File: config.mk
export PLATFORM = sky130hd
export DESIGN_NAME = mnse_exec
export DESIGN_NICKNAME = d
export VERILOG_FILES = /design/src/core/mnse_pkg.sv /design/src/core/mnse_exec.sv
export VERILOG_INCLUDE_DIRS = /design/src /design/src/core
export SDC_FILE = /design/constraint.sdc
export NUM_CORES = 1
export LEC_CHECK = 0
export BUFFER_PORTS_ARGS = -buffer_cell sky130_fd_sc_hd__buf_2
export CAP_MARGIN = 30
export CORE_UTILIZATION = 55
export CTS_BUF_LIST = sky130_fd_sc_hd__clkbuf_8
export DETAILED_ROUTE_END_ITERATION = 12
export PLACE_DENSITY = 0.78
export REMOVE_ABC_BUFFERS = 1
export SYNTH_ARGS = -nofsm -noshare
export SYNTH_HDL_FRONTEND = slang
export SYNTH_SLANG_ARGS = --single-unit
File: constraint.sdc
create_clock -name clk -period 9.5 [get_ports clk]
set_input_delay 0.475 -clock clk [delete_from_list [all_inputs] [get_ports clk]]
set_output_delay 0.475 -clock clk [all_outputs]
set_load 0.005 [all_outputs]
File: src/core/mnse_defines.svh
// Constants for the multiply, negate and return-stack execution block.
`ifndef MNSE_DEFINES_SVH
`define MNSE_DEFINES_SVH
`define MNSE_ILO_LIMIT     8'h5F
`define MNSE_OPH_STORE     7'h37
`define MNSE_OPH_NEGATE    7'h36
`define MNSE_OPH_MULFILE   7'h01
`define MNSE_OPH_MULLIT    8'h0D
`define MNSE_OPH_NOPFREE   4'hF
`define MNSE_OP_POP        16'h0006
`define MNSE_OP_PUSH       16'h0005
`define MNSE_OP_IDLE       16'h0000
`define MNSE_PC_STEP       21'h000002
`define MNSE_FLAG_C        0
`define MNSE_FLAG_DIGIT    1
`define MNSE_FLAG_Z        2
`define MNSE_FLAG_OVER     3
`define MNSE_FLAG_N        4
`endif

File: src/core/mnse_pkg.sv
// Types for the multiply, negate and return-stack execution block.
package mnse_pkg;
  typedef enum logic [1:0] {
    MNSE_Q1,
    MNSE_Q2,
    MNSE_Q3,
    MNSE_Q4
  } mnse_phase_t;

  typedef struct packed {
    logic        write;
    logic [11:0] addr;
    logic [7:0]  data;
  } mnse_file_wr_t;

  typedef struct packed {
    logic       write;
    logic [7:0] high;
    logic [7:0] low;
  } mnse_prod_t;

  typedef struct packed {
    logic        push;
    logic        pop;
    logic [20:0] value;
  } mnse_stack_t;
endpackage : mnse_pkg

File: src/core/mnse_exec.sv
// Execution of store-working, multiply, negate, no-operation and return-stack push/pop.
`timescale 1ns/1ns
`include "mnse_defines.svh"
module mnse_exec #(
  parameter int STACK_DEPTH = 31
) (
  input  wire logic                   clk,
  input  wire logic                   resetn,
  input  wire logic                   instr_valid,
  input  wire logic [15:0]            instr,
  input  wire logic                   second_word,
  input  wire logic [20:0]            pc,
  input  wire logic [7:0]             working_reg,
  input  wire logic [3:0]             bank_select_register,
  input  wire logic                   extended_enable,
  input  wire logic [7:0]             index_base,
  input  wire logic [7:0]             file_rd_data,
  input  wire logic [4:0]             status_in,
  output logic [11:0]                 file_rd_addr,
  output mnse_pkg::mnse_file_wr_t     file_wr,
  output mnse_pkg::mnse_prod_t        prod,
  output logic [7:0]                  product_high_byte,
  output logic [7:0]                  product_low_byte,
  output logic                        status_wr,
  output logic [4:0]                  status_out,
  output mnse_pkg::mnse_stack_t       stack_op,
  output logic [20:0]                 top_of_return_stack,
  output logic [4:0]                  stack_ptr,
  output mnse_pkg::mnse_phase_t       phase
);
  logic                    rst_s1;
  logic                    rst_n;
  mnse_pkg::mnse_phase_t   next_phase;
  logic [15:0]             op;
  logic [15:0]             next_op;
  logic [7:0]              opnd;
  logic [7:0]              next_opnd;
  logic [11:0]             next_file_rd_addr;
  mnse_pkg::mnse_file_wr_t next_file_wr;
  mnse_pkg::mnse_prod_t    next_prod;
  logic [7:0]              next_product_high_byte;
  logic [7:0]              next_product_low_byte;
  logic                    next_status_wr;
  logic [4:0]              next_status_out;
  mnse_pkg::mnse_stack_t   next_stack_op;
  logic [20:0]             stk [STACK_DEPTH];
  logic [4:0]              next_stack_ptr;
  logic [20:0]             next_top_of_return_stack;

  // Reset is released through two flip-flops.
  always_ff @(posedge clk or negedge resetn) begin
    if (!resetn) begin
      rst_s1 <= 1'b0;
      rst_n  <= 1'b0;
    end else begin
      rst_s1 <= 1'b1;
      rst_n  <= rst_s1;
    end
  end

  // Resolves a file operand to a 12-bit data address.
  function automatic logic [11:0] file_addr(input logic [15:0] w, input logic [3:0] bank,
                                            input logic ext, input logic [7:0] base);
    logic [7:0] f;
    f = w[7:0];
    if (w[8])
      file_addr = {bank, f};
    else if (ext && f <= `MNSE_ILO_LIMIT)
      file_addr = {4'h0, 8'(base + f)};
    else if (f[7])
      file_addr = {4'hF, f};
    else
      file_addr = {4'h0, f};
  endfunction : file_addr

  function automatic logic is_op(input logic [15:0] w, input logic [6:0] hi7);
    is_op = (w[15:9] == hi7);
  endfunction : is_op

  always_comb begin
    next_phase             = phase;
    next_op                = op;
    next_opnd              = opnd;
    next_file_rd_addr      = file_rd_addr;
    next_file_wr           = '0;
    next_prod              = '0;
    next_product_high_byte = product_high_byte;
    next_product_low_byte  = product_low_byte;
    next_status_wr         = 1'b0;
    next_status_out        = status_out;
    next_stack_op          = '0;
    unique case (phase)
      mnse_pkg::MNSE_Q1: begin
        if (instr_valid) begin
          next_phase = mnse_pkg::MNSE_Q2;
          // A lone 1111 word is a no-operation, never a file or stack action.
          next_op = (instr[15:12] == `MNSE_OPH_NOPFREE && !second_word)
                    ? `MNSE_OP_IDLE : instr;
          next_file_rd_addr = file_addr(instr, bank_select_register,
                                        extended_enable, index_base);
        end
      end
      mnse_pkg::MNSE_Q2: begin
        next_phase = mnse_pkg::MNSE_Q3;
        next_opnd  = (op[15:8] == `MNSE_OPH_MULLIT) ? op[7:0] : file_rd_data;
        if (op == `MNSE_OP_PUSH) begin
          next_stack_op.push  = 1'b1;
          next_stack_op.value = 21'(pc + `MNSE_PC_STEP);
        end
      end
      mnse_pkg::MNSE_Q3: begin
        next_phase = mnse_pkg::MNSE_Q4;
        if (op == `MNSE_OP_POP)
          next_stack_op.pop = 1'b1;
      end
      mnse_pkg::MNSE_Q4: begin
        next_phase = mnse_pkg::MNSE_Q1;
        if (op[15:8] == `MNSE_OPH_MULLIT || is_op(op, `MNSE_OPH_MULFILE)) begin
          // Flags are left alone here.
          {next_prod.high, next_prod.low} =
            16'({8'h00, working_reg} * {8'h00, opnd});
          next_prod.write        = 1'b1;
          next_product_high_byte = next_prod.high;
          next_product_low_byte  = next_prod.low;
        end else if (is_op(op, `MNSE_OPH_STORE)) begin
          next_file_wr = '{write: 1'b1, addr: file_rd_addr, data: working_reg};
        end else if (is_op(op, `MNSE_OPH_NEGATE)) begin
          next_file_wr = '{write: 1'b1, addr: file_rd_addr,
                           data: 8'(~opnd + 8'h01)};
          next_status_wr = 1'b1;
          next_status_out = status_in;
          next_status_out[`MNSE_FLAG_N]  = next_file_wr.data[7];
          next_status_out[`MNSE_FLAG_Z]  = (next_file_wr.data == 8'h00);
          next_status_out[`MNSE_FLAG_OVER]  = (opnd == 8'h80);
          next_status_out[`MNSE_FLAG_C]     = (opnd == 8'h00);
          next_status_out[`MNSE_FLAG_DIGIT] = (opnd[3:0] == 4'h0);
        end
      end
    endcase
  end

  always_ff @(posedge clk or negedge rst_n) begin
    if (!rst_n) begin
      phase             <= mnse_pkg::MNSE_Q1;
      op                <= 16'h0000;
      opnd              <= 8'h00;
      file_rd_addr      <= 12'h000;
      file_wr           <= '0;
      prod              <= '0;
      product_high_byte <= 8'h00;
      product_low_byte  <= 8'h00;
      status_wr         <= 1'b0;
      status_out        <= 5'h00;
      stack_op          <= '0;
    end else begin
      phase             <= next_phase;
      op                <= next_op;
      opnd              <= next_opnd;
      file_rd_addr      <= next_file_rd_addr;
      file_wr           <= next_file_wr;
      prod              <= next_prod;
      product_high_byte <= next_product_high_byte;
      product_low_byte  <= next_product_low_byte;
      status_wr         <= next_status_wr;
      status_out        <= next_status_out;
      stack_op          <= next_stack_op;
    end
  end

  // Return stack: push stores one slot up, pop exposes the slot below.
  always_comb begin
    next_stack_ptr           = stack_ptr;
    next_top_of_return_stack = top_of_return_stack;
    if (stack_op.push) begin
      next_stack_ptr           = 5'(stack_ptr + 5'h01);
      next_top_of_return_stack = stack_op.value;
    end else if (stack_op.pop) begin
      next_stack_ptr           = 5'(stack_ptr - 5'h01);
      next_top_of_return_stack = stk[5'(stack_ptr - 5'h01)];
    end
  end

  always_ff @(posedge clk or negedge rst_n) begin
    if (!rst_n) begin
      stack_ptr           <= 5'h00;
      top_of_return_stack <= 21'h000000;
    end else begin
      stack_ptr           <= next_stack_ptr;
      top_of_return_stack <= next_top_of_return_stack;
    end
  end

  always_ff @(posedge clk) begin
    if (stack_op.push)
      stk[stack_ptr] <= top_of_return_stack;
  end

  mul_prod_a: assert property (@(posedge clk) disable iff (!rst_n)
    prod.write |-> {product_high_byte, product_low_byte} == {prod.high, prod.low}
      && {prod.high, prod.low} == 16'({8'h00, $past(working_reg)} * {8'h00, $past(opnd)}))
    else $error("product pair does not match");
  mul_flags_a: assert property (@(posedge clk) disable iff (!rst_n)
    prod.write |-> !status_wr)
    else $error("multiply touched flags");
  neg_value_a: assert property (@(posedge clk) disable iff (!rst_n)
    status_wr |-> file_wr.write && 8'(file_wr.data + $past(opnd)) == 8'h00)
    else $error("negate result wrong");
  neg_zero_a: assert property (@(posedge clk) disable iff (!rst_n)
    status_wr |-> status_out[`MNSE_FLAG_Z] == (file_wr.data == 8'h00))
    else $error("negate zero flag wrong");
  push_top_a: assert property (@(posedge clk) disable iff (!rst_n)
    stack_op.push |=> top_of_return_stack == $past(stack_op.value)
      && stack_ptr == 5'($past(stack_ptr) + 5'h01))
    else $error("push did not load top");
  pop_ptr_a: assert property (@(posedge clk) disable iff (!rst_n)
    stack_op.pop |=> stack_ptr == 5'($past(stack_ptr) - 5'h01))
    else $error("pop did not step down");
  phase_cycle_a: assert property (@(posedge clk) disable iff (!rst_n)
    phase == mnse_pkg::MNSE_Q2 |=> phase == mnse_pkg::MNSE_Q3 ##1 phase == mnse_pkg::MNSE_Q4
      ##1 phase == mnse_pkg::MNSE_Q1)
    else $error("phase sequence broken");
  bank_sel_a: assert property (@(posedge clk) disable iff (!rst_n)
    phase == mnse_pkg::MNSE_Q2 && op[8] |-> file_rd_addr[11:8] == $past(bank_select_register))
    else $error("bank select not used");
  store_w_a: assert property (@(posedge clk) disable iff (!rst_n)
    file_wr.write && !status_wr |-> file_wr.data == $past(working_reg))
    else $error("store wrote wrong data");
endmodule : mnse_exec

==> impl_metrics.env, run 1 <==
export IMPL_cts_resized_gates=0
export IMPL_post_dp_hpwl_um=47600
export IMPL_critPathCaptureType="flop"
export IMPL_ff_latch_area_mm2=0.0233
export IMPL_synth_area_top_cells="edfxtp_1 58%, dfrtp_1 11%, mux4_2 5.7%"
export IMPL_min_path_type="input pin to flop"
export IMPL_layout_cells_non_filler=3394
export IMPL_cts_buffers=120
export IMPL_clock_root_buffer="clkbuf_8"
export IMPL_finalCriticalPeriod_ns=5.01
export IMPL_worst_pin_slew_ns=1.01
export IMPL_synthArstFlopShare_pct=18.6
export IMPL_synth_edf_count=651
export IMPL_grt_overflow=0
export IMPL_synth_top_area_share_pct=58.3
export IMPL_grt_max_degree=95
export IMPL_gp_congestion=0.876
export IMPL_ys_types=57
export IMPL_reg2reg_to="top_of_return_stack[7]$_DFFE_PN0P_"
export IMPL_grt_pass1_wl_um=121000
export IMPL_post_cts_buffers=0
export IMPL_die_width_um=249
export IMPL_synth_ff_type="edfxtp_1"
export IMPL_cp_arrival_ns=5.71
export IMPL_cts_hold_buf=34
export IMPL_routed_via_count=20300
export IMPL_setup_viol=0
export IMPL_p_per_area_mw_per_mm2=268
export IMPL_power_leakage_nw=14.3
export IMPL_period_share_pct=52.8
export IMPL_postRouteAntennaNets=0
export IMPL_ir_worst_vdd_uv=297
export IMPL_crit_type="flop to flop"
export IMPL_core_area_mm2=0.0604
export IMPL_avgSynthCellArea_um2=15.2
export IMPL_synth_area_mm2=0.0335
export IMPL_fmax_mhz=199
export IMPL_grt_pass1_vias=20900
export IMPL_yosysWarningCount=0
export IMPL_max_cap_viol_count=0
export IMPL_status="finished, final reports clean"
export IMPL_syn2layout_area_growth_pct=14.7
export IMPL_rsz0062_at_grt="no"
export IMPL_drt_vias_per_instance=5.97
export IMPL_reg2reg_slack_ns=4.49
export IMPL_cp_max_fo=87
export IMPL_drt_first_pass_iters=6
export IMPL_num_rows=90
export IMPL_nets=2672
export IMPL_synth_most_common_cell="edfxtp_1"
export IMPL_routed_wl_um=80500
export IMPL_ctsHtreeMaxLevel=3
export IMPL_drive_above_1_share_pct=20.9
export IMPL_yosys_area_top_type="edfxtp_1"
export IMPL_drt_iter0_drc=2004
export IMPL_multi_input_area_mm2=0.00962
export IMPL_start_util_pct=55.6
export IMPL_r2r_worst_path_cells=10
export IMPL_fillCellCount=4197
export IMPL_clk_latency_ns=0.77
export IMPL_cts_buffer_depth=3
export IMPL_cts_tree="yes"
export IMPL_fin_tns_setup_ns=0
export IMPL_clk_pin_slew_ns=0.06
export IMPL_seq_area_frac_synth_pct=69.4
export IMPL_drcViolationCount=0
export IMPL_port_buffers=192
export IMPL_antenna_found_initial=2
export IMPL_skew_ns=0.0558
export IMPL_grt_usage_pct=26.1
export IMPL_dieArea_mm2=0.0620
export IMPL_preCtsSetupSlack_ns=4.57
export IMPL_worst_slack_ns=4.49
export IMPL_routedWlPerCell_um=23.7
export IMPL_total_power_mw=10.3
export IMPL_holdPathEnd="stack_op[12]$_DFF_PN0_"
export IMPL_startpoint_type="flop"
export IMPL_slew_violations=0
export IMPL_maxSlewHeadroom_pct=32.7
export IMPL_ys_ff_latch=800
export IMPL_synthCells=2207
export IMPL_die_height_um=249
export IMPL_clock_sinks=800
export IMPL_ios=198
export IMPL_hp_start="pc[12]"
export IMPL_worstPathRequired_ns=10.20
export IMPL_hold_path_cell_count=3
export IMPL_place_inst=3125
export IMPL_hold_viol=0
export IMPL_synthTopCellsByCount="651 x edfxtp_1, 223 x nand2_1, 149 x dfrtp_1"
export IMPL_rr_startpoint="stack_ptr[0]$_DFFE_PN0P_"
-- area by class of cell --
type                    count  share of cell area, %
flip-flops and latches    800                   60.5
multi-input cells        1202                   25.0
repair buffers            290                   4.88
clock buffers             122                   4.36
well taps                 782                   2.54
clock inverters           104                   1.79
inverters                  91                  0.888
diodes                      3                 0.0195
-- through the flow --
step                      area [um2]  hold slack [ns]  utilization [%]
after floorplan                33100            0.179                -
after global placement         35600            0.261             59.0
after detailed placement       35700            0.261             59.1
after CTS                      38400         0.000750             63.6
after global routing           38500           0.0305             63.7
final                          38500           0.0440             63.7
-- sequential cells by signal, indices dropped and copies added (netlist names), 5 cells and up --
signal,count
op,16
product_low_byte,8
file_rd_addr,12
status_out,5
opnd,8
file_wr,21
product_high_byte,8
prod,17
top_of_return_stack,21
stack_op,23
stk,651
stack_ptr,5
-- worst max path at each step --
stage	startpoint	to	slack [ns]	cells after the start
floorplan	stack_ptr[0]$_DFFE_PN0P_	top_of_return_stack[19]$_DFFE_PN0P_	-1.11	9
global placement	working_reg[7]	product_high_byte[5]$_DFFE_PN0P_	4.65	15
detailed placement	working_reg[7]	product_high_byte[5]$_DFFE_PN0P_	4.57	15
CTS	stack_ptr[0]$_DFFE_PN0P_	top_of_return_stack[9]$_DFFE_PN0P_	4.62	10
global route	stack_ptr[0]$_DFFE_PN0P_	top_of_return_stack[9]$_DFFE_PN0P_	4.29	10
finish	stack_ptr[0]$_DFFE_PN0P_	top_of_return_stack[7]$_DFFE_PN0P_	4.49	10
-- per-layer routing --
layer | GRT usage, % | vias to the layer above | share of wire, %
li1 | - | 8885 | -
met1 | 33.9 | 10200 | 38
met2 | 42.0 | 967 | 49
met3 | 6.64 | 192 | 9.6
met4 | 11.5 | 0 | 3.6
met5 | 0 | - | 0
-- cells in the final DEF (no fill, tap or decap), types with 24 or more instances in the layout --
cell type / netlist / routed
a21o_1: 26 / 26
a21oi_1: 78 / 78
and2_1: 80 / 80
buf_2: 46 / 192
buf_4: 3 / 56
clkbuf_8: 0 / 122
clkinv_1: 0 / 24
dfrtp_1: 149 / 147
dlygate4sd3_1: 0 / 34
edfxtp_1: 651 / 651
fa_1: 37 / 37
ha_1: 55 / 54
inv_1: 91 / 140
mux2i_1: 97 / 97
mux4_2: 85 / 85
nand2_1: 223 / 223
nand3_1: 59 / 59
nand4_1: 34 / 34
nor2_1: 118 / 87
o22ai_1: 43 / 43
xor2_1: 26 / 26
-- critical path, cell delays in order, from the launching register on --
cell and delay (ns):
dfrtp_4 0.81, inv_1 0.35, ha_1 0.44, xor2_4 0.18, buf_4 0.76, buf_4 0.87
a211oi_1 0.18, a31oi_1 0.20, nand4_1 0.20, a32oi_1 0.68, o22a_1 0.22
-- power by group --
part / switching (mW) / internal [mW] / leakage, nW / total, mW
sequential: 0.215 / 4.00 / 7.16 / 4.21
combinational: 1.94 / 1.40 / 5.72 / 3.34
clock: 1.35 / 1.41 / 1.39 / 2.75
total: 3.50 / 6.80 / 14.3 / 10.3
-- logic make-up after synthesis --
group                      count (synthesis)  share of synthesized area [%]
adders and majority gates                 92                           4.26
other                                      1                         0.0112
buffers and inverters                    205                           2.50
xor gates and xnor gates                  43                           1.17
AOI/OAI and AO/OA                        300                           5.80
muxes                                    187                           8.77
DFF                                      800                           69.4
and+or+nand+nor                          579                           8.11
Power figures use the tool's default switching activity.
==> run 2: changes to the inputs <==
Settings changed: PLACE_DENSITY 0.78 to 0.81.
Clock period 9.5 ns to 4.4 ns, I/O delays scaled along.
==> run 2 against run 1 <==
Combinational power grew to 2.8 times the previous value. Largest power group is now combinational logic. Critical path type unchanged. Largest cell class unchanged. Via count is 5.1% higher. Highest routed layer unchanged. Die area stayed put. Total power is 140% higher.
==> impl_metrics.env, run 2 (synthesis gave the netlist of run 1 again) <==
export IMPL_drt_vias_per_instance=6.08
export IMPL_cts_buffers=130
export IMPL_grt_pass1_vias=21700
export IMPL_drive_above_1_share_pct=22.7
export IMPL_die_height_um=249
export IMPL_layout_commonest_cell="edfxtp_1"
export IMPL_skew_ns=0.0479
export IMPL_critPathCaptureType="flop"
export IMPL_cts_tree="yes"
export IMPL_fmax_mhz=231
export IMPL_p_per_area_mw_per_mm2=618
export IMPL_period_share_pct=98.5
export IMPL_ctsHtreeMaxLevel=4
export IMPL_total_power_mw=24.5
export IMPL_grt_max_degree=113
export IMPL_placed_area_mm2=0.0360
export IMPL_nets=2782
export IMPL_clk_pin_slew_ns=0.06
export IMPL_worst_pin_slew_ns=1.04
export IMPL_fillCellCount=3912
export IMPL_routedWlPerCell_um=23.8
export IMPL_grt_overflow=0
export IMPL_clk_latency_ns=0.80
export IMPL_num_rows=90
export IMPL_min_path_type="input pin to flop"
export IMPL_routed_via_count=21300
export IMPL_ff_latch_area_mm2=0.0233
export IMPL_grt_usage_pct=26.9
export IMPL_largest_reg_flops=651
export IMPL_hold_viol=0
export IMPL_clock_root_buffer="clkbuf_8"
export IMPL_worstPathRequired_ns=5.05
export IMPL_multi_input_area_mm2=0.00965
export IMPL_drt_iter0_drc=2443
export IMPL_top_register="stk"
export IMPL_ios=198
export IMPL_cp_max_fo=3
export IMPL_cp_arrival_ns=4.98
export IMPL_cts_buffer_depth=3
export IMPL_routed_wl_um=83400
export IMPL_drcViolationCount=0
export IMPL_status="finished, final reports clean"
export IMPL_setup_viol=0
export IMPL_maxSlewHeadroom_pct=30.5
export IMPL_start_util_pct=55.6
export IMPL_gp_congestion=0.880
export IMPL_clock_sinks=800
export IMPL_slew_violations=0
export IMPL_die_width_um=249
export IMPL_drt_first_pass_iters=6
export IMPL_core_area_mm2=0.0604
export IMPL_fin_area_mm2=0.0397
export IMPL_dieArea_mm2=0.0620
export IMPL_reg_largest_list="stk: 651 flops, stack_op: 23 flops"
export IMPL_finalCriticalPeriod_ns=4.33
export IMPL_ir_worst_vdd_uv=1110
export IMPL_startpoint_type="flop"
export IMPL_grt_pass1_wl_um=125000
export IMPL_post_dp_hpwl_um=48600
export IMPL_crit_type="flop to flop"
export IMPL_postRouteAntennaNets=0
export IMPL_power_leakage_nw=14.8
export IMPL_port_buffers=192
export IMPL_antenna_found_initial=1
export IMPL_syn2layout_area_growth_pct=18.3
export IMPL_layout_common_cells="651 x edfxtp_1, 223 x nand2_1, 192 x buf_2"
export IMPL_max_cap_viol_count=0
==> run 2: timing repair <==
| action | 4_1_cts | 5_1_grt |
|---|---|---|
| resized for setup | 2 | 18 |
| hold endpoints to repair | 71 | 0 |
| endpoints found under the setup margin | 2 | 10 |
| hold buffers | 87 | 0 |
| pin swaps | 0 | 12 |
| buffers inserted | 0 | 5 |
==> run 2: cell type report <==
cell class              count  share of cell area [%]
diodes                      1                 0.00631
clock buffers             143                    4.96
clock inverters            92                    1.27
inverters                  91                   0.861
multi-input cells        1202                    24.3
flip-flops and latches    800                    58.7
well taps                 782                    2.47
repair buffers            390                    7.44
==> run 2: per-layer routing <==
metal,up-vias,track usage [%],part of all wire (%)
met3,207,6.29,9.9
met1,10700,36.4,39
li1,9095,-,-
met4,0,10.6,2.9
met5,-,0,0
met2,1271,42.6,48
==> run 2: stage by stage <==
stage	worst slack (ns)	hold slack, ns	TNS, ns	instances	utilization [%]
after detailed placement	0.0212	0.0105	0	3160	59.6
final	0.0674	0.0789	0	3501	65.7
after CTS	0.0103	0.00966	0	3482	65.1
after global placement	0.0557	0.00552	0	3155	59.4
after global routing	-0.132	0.138	-0.357	3501	65.7
after floorplan	-6.21	-0.0756	-1259.35	2093	-
==> run 2: path summary, 6_finish.rpt <==
kind                                      from                                to  slack (ns)  depth (start not counted)
min in group asynchronous      rst_n$_DFF_PN0_       file_rd_addr[2]$_DFFE_PN0P_        0.14                          0
max in group asynchronous      rst_n$_DFF_PN0_            stack_op[19]$_DFF_PN0_        3.23                          2
hold reg to reg                rst_n$_DFF_PN0_       file_rd_addr[2]$_DFFE_PN0P_        0.14                          0
hold / removal                   index_base[3]       file_rd_addr[3]$_DFFE_PN0P_        0.08                          6
setup reg to reg           opnd[3]$_DFFE_PN0P_  product_high_byte[5]$_DFFE_PN0P_        0.07                         15
setup / recovery           opnd[3]$_DFFE_PN0P_  product_high_byte[5]$_DFFE_PN0P_        0.07                         15
==> run 2: critical path: stages (launching register included) <==
cell and delay [ns]:
dfrtp_1 0.39, buf_4 0.14, and2_1 0.14, fa_1 0.48
fa_1 0.51, fa_1 0.49, inv_1 0.05, fa_1 0.47
inv_1 0.04, ha_1 0.30, a21o_1 0.20, a221oi_2 0.32
buf_4 0.18, o21bai_1 0.09, xor2_1 0.16, mux2_2 0.26
==> run 2: power breakdown <==
group	leakage, nW	switching [mW]	internal, mW
clock	1.42	2.95	3.13
combinational	6.23	5.17	4.22
sequential	7.16	0.437	8.64
==> run 3: changes to the inputs <==
Settings changed: REMOVE_ABC_BUFFERS 1 to unset.
==> run 3 against run 2 <==
Count of clock-buffer cells in the layout fell by 16. Setup slack better by 0.076 ns. Sequential power about the same. Die area unchanged. Highest routed layer unchanged. Final cell count fell by 1.0%. Sequential cell count unchanged. Total power is 6.1% lower. Via count fell by 2.3%. Design area decreased by 0.99%. Critical endpoint unchanged. Sequential share of layout area grew 0.59 points.
==> impl_metrics.env, run 3 (synthesis gave the netlist of run 1 again) <==
export IMPL_postRouteAntennaNets=0
export IMPL_port_buffers=192
export IMPL_drt_iter0_drc=2162
export IMPL_cp_arrival_ns=4.83
export IMPL_fin_area_mm2=0.0393
export IMPL_clock_root_buffer="clkbuf_8"
export IMPL_drive_above_1_share_pct=21.5
export IMPL_drt_vias_per_instance=6.01
export IMPL_fillCellCount=3979
export IMPL_fmax_mhz=235
export IMPL_met1_usage_pct=33.0
export IMPL_drcViolationCount=0
export IMPL_skew_ns=0.0668
export IMPL_mappedNetlistNets=2374
export IMPL_routed_wl_um=81400
export IMPL_slowest_delay_ns=0.55
export IMPL_placed_area_mm2=0.0358
export IMPL_start_util_pct=55.6
export IMPL_clk_latency_ns=0.75
export IMPL_ir_worst_vdd_uv=995
export IMPL_setup_viol=0
export IMPL_reg_largest_list="stk: 651 flops, stack_op: 23 flops"
export IMPL_grt_pass1_wl_um=121000
export IMPL_routedWlPerCell_um=23.5
export IMPL_grt_usage_pct=25.9
export IMPL_startpoint_type="flop"
export IMPL_top_register="stk"
export IMPL_worst_slack_ns=0.143
export IMPL_p_per_area_mw_per_mm2=587
export IMPL_clk_pin_slew_ns=0.06
export IMPL_nets=2748
export IMPL_dieArea_mm2=0.0620
export IMPL_crit_path_cell_trace="and2_4 > fa_1 > inv_2 > fa_1 > fa_1 > fa_1 > inv_2 > ha_4 > and2_4 > and3_4 > a221oi_4 > o21bai_1 > xor2_1 > mux2_4"
export IMPL_layout_common_cells="651 x edfxtp_1, 223 x nand2_1, 192 x buf_2"
export IMPL_netSwitchingPower_mw=7.90
export IMPL_grt_max_degree=113
export IMPL_fin_tns_setup_ns=0
export IMPL_preCtsSetupSlack_ns=-0.00520
export IMPL_holdWs_ns=0.148
export IMPL_worstPathRequired_ns=4.97
export IMPL_use_met2_pct=41.9
export IMPL_grt_use_met3_pct=6.32
export IMPL_num_rows=90
export IMPL_clkPwrFrac_pct=23.9
export IMPL_finalCriticalPeriod_ns=4.26
export IMPL_routed_via_count=20800
export IMPL_min_path_type="input pin to flop"
export IMPL_cp_max_fo=5
export IMPL_ctsHtreeMaxLevel=3
export IMPL_status="finished, final reports clean"
export IMPL_ios=198
export IMPL_cp_common_cell="fa_1"
export IMPL_cts_buffers=119
export IMPL_largest_reg_flops=651
export IMPL_cts_tree="yes"
export IMPL_syn2layout_area_growth_pct=17.1
export IMPL_combPwrFrac_pct=36.9
export IMPL_power_leakage_nw=14.6
export IMPL_seq_power_share_pct=39.3
export IMPL_hold_viol=0
export IMPL_slew_violations=0
export IMPL_grt_overflow=0
export IMPL_clock_sinks=800
export IMPL_core_area_mm2=0.0604
export IMPL_max_cap_viol_count=0
export IMPL_drt_first_pass_iters=6
export IMPL_grt_most_used_layer="met2"
export IMPL_die_width_um=249
export IMPL_cts_buffer_depth=3
export IMPL_crit_type="flop to flop"
export IMPL_grt_pass1_vias=21300
export IMPL_power_internal_mw=15.1
export IMPL_antenna_found_initial=4
export IMPL_die_height_um=249
export IMPL_worst_pin_slew_ns=1.11
export IMPL_post_dp_hpwl_um=48800
export IMPL_gp_congestion=0.878
export IMPL_maxSlewHeadroom_pct=25.7
export IMPL_layout_commonest_cell="edfxtp_1"
export IMPL_netSwitchingFraction_pct=34.3
export IMPL_period_share_pct=96.7
export IMPL_critPathCaptureType="flop"
export IMPL_critPathSlowestCell="fa_1"
-- run 3: cell count changes in the layout (fill, tap and decap cells not counted), moves of 4 or more --
cell,delta
buf_4,-21
clkbuf_8,-16
buf_16,+7
clkinv_1,+7
buf_8,-6
clkinvlp_4,-4
dlygate4sd3_1,-4
-- run 3: final timing paths --
check	depth (start not counted)	endpoint	slack (ns)	start
worst min-delay path	5	file_rd_addr[5]$_DFFE_PN0P_	0.15	index_base[5]
worst min register to register	0	rst_n$_DFF_PN0_	0.36	rst_s1$_DFF_PN0_
min in group asynchronous	0	stack_op[11]$_DFF_PN0_	0.37	rst_n$_DFF_PN0_
max in group asynchronous	1	prod[12]$_DFF_PN0_	3.02	rst_n$_DFF_PN0_
worst max-delay path	14	product_high_byte[5]$_DFFE_PN0P_	0.14	opnd[4]$_DFFE_PN0P_
worst max register to register	14	product_high_byte[5]$_DFFE_PN0P_	0.14	opnd[4]$_DFFE_PN0P_
-- run 3: critical path, delay by kind of cell (launching register included) --
family / cells / cell delay (ns)
adders and majority gates: 5 / 2.26
and+or+nand+nor: 3 / 0.48
DFF: 1 / 0.43
AOI/OAI and AO/OA: 2 / 0.42
muxes: 1 / 0.27
xor gates and xnor gates: 1 / 0.17
buffers and inverters: 2 / 0.09
-- run 3: metrics by stage --
stage | util, % | cells | power, mW
3_5_place_dp | 59.4 | 3140 | 16.8
2_1_floorplan | - | 2207 | 14.5
4_1_cts | 64.4 | 3444 | 22.3
3_3_place_gp | 59.2 | 3135 | 16.4
5_1_grt | 65.1 | 3465 | 24.4
6_report | 65.1 | 3465 | 23.1
-- run 3: timing repair --
action	in CTS	in global routing
setup buffers	1	2
pin swaps	2	9
resized for setup	1	20
endpoints found under the setup margin	1	12
hold buffers	82	1
endpoints found under the hold margin	71	1
-- run 3: power by group through the flow --
stage,Sequential [mW],Clock (mW),Combinational (mW)
5_1_grt,9.09,5.89,9.39
6_report,9.05,5.50,8.50
3_5_place_dp,9.30,0,7.49
2_1_floorplan,9.10,0,5.39
4_1_cts,9.15,5.56,7.63
3_3_place_gp,9.28,0,7.16
-- run 3: layout make-up --
class	instances	area, um2	share of cell area, %
Sequential cell	800	23300	59.3
Multi-Input combinational cell	1202	9630	24.5
Timing Repair Buffer	367	2870	7.31
Clock buffer	127	1750	4.45
Tap cell	782	978	2.49
Clock inverter	94	425	1.08
Inverter	91	342	0.869
Antenna cell	2	5.00	0.0127
-- run 3: layer usage --
metal	routed length (um)	up-vias
met2	39400	1125
met1	31100	10500
li1	-	9022
met3	7490	204
met4	3400	0
met5	0	-
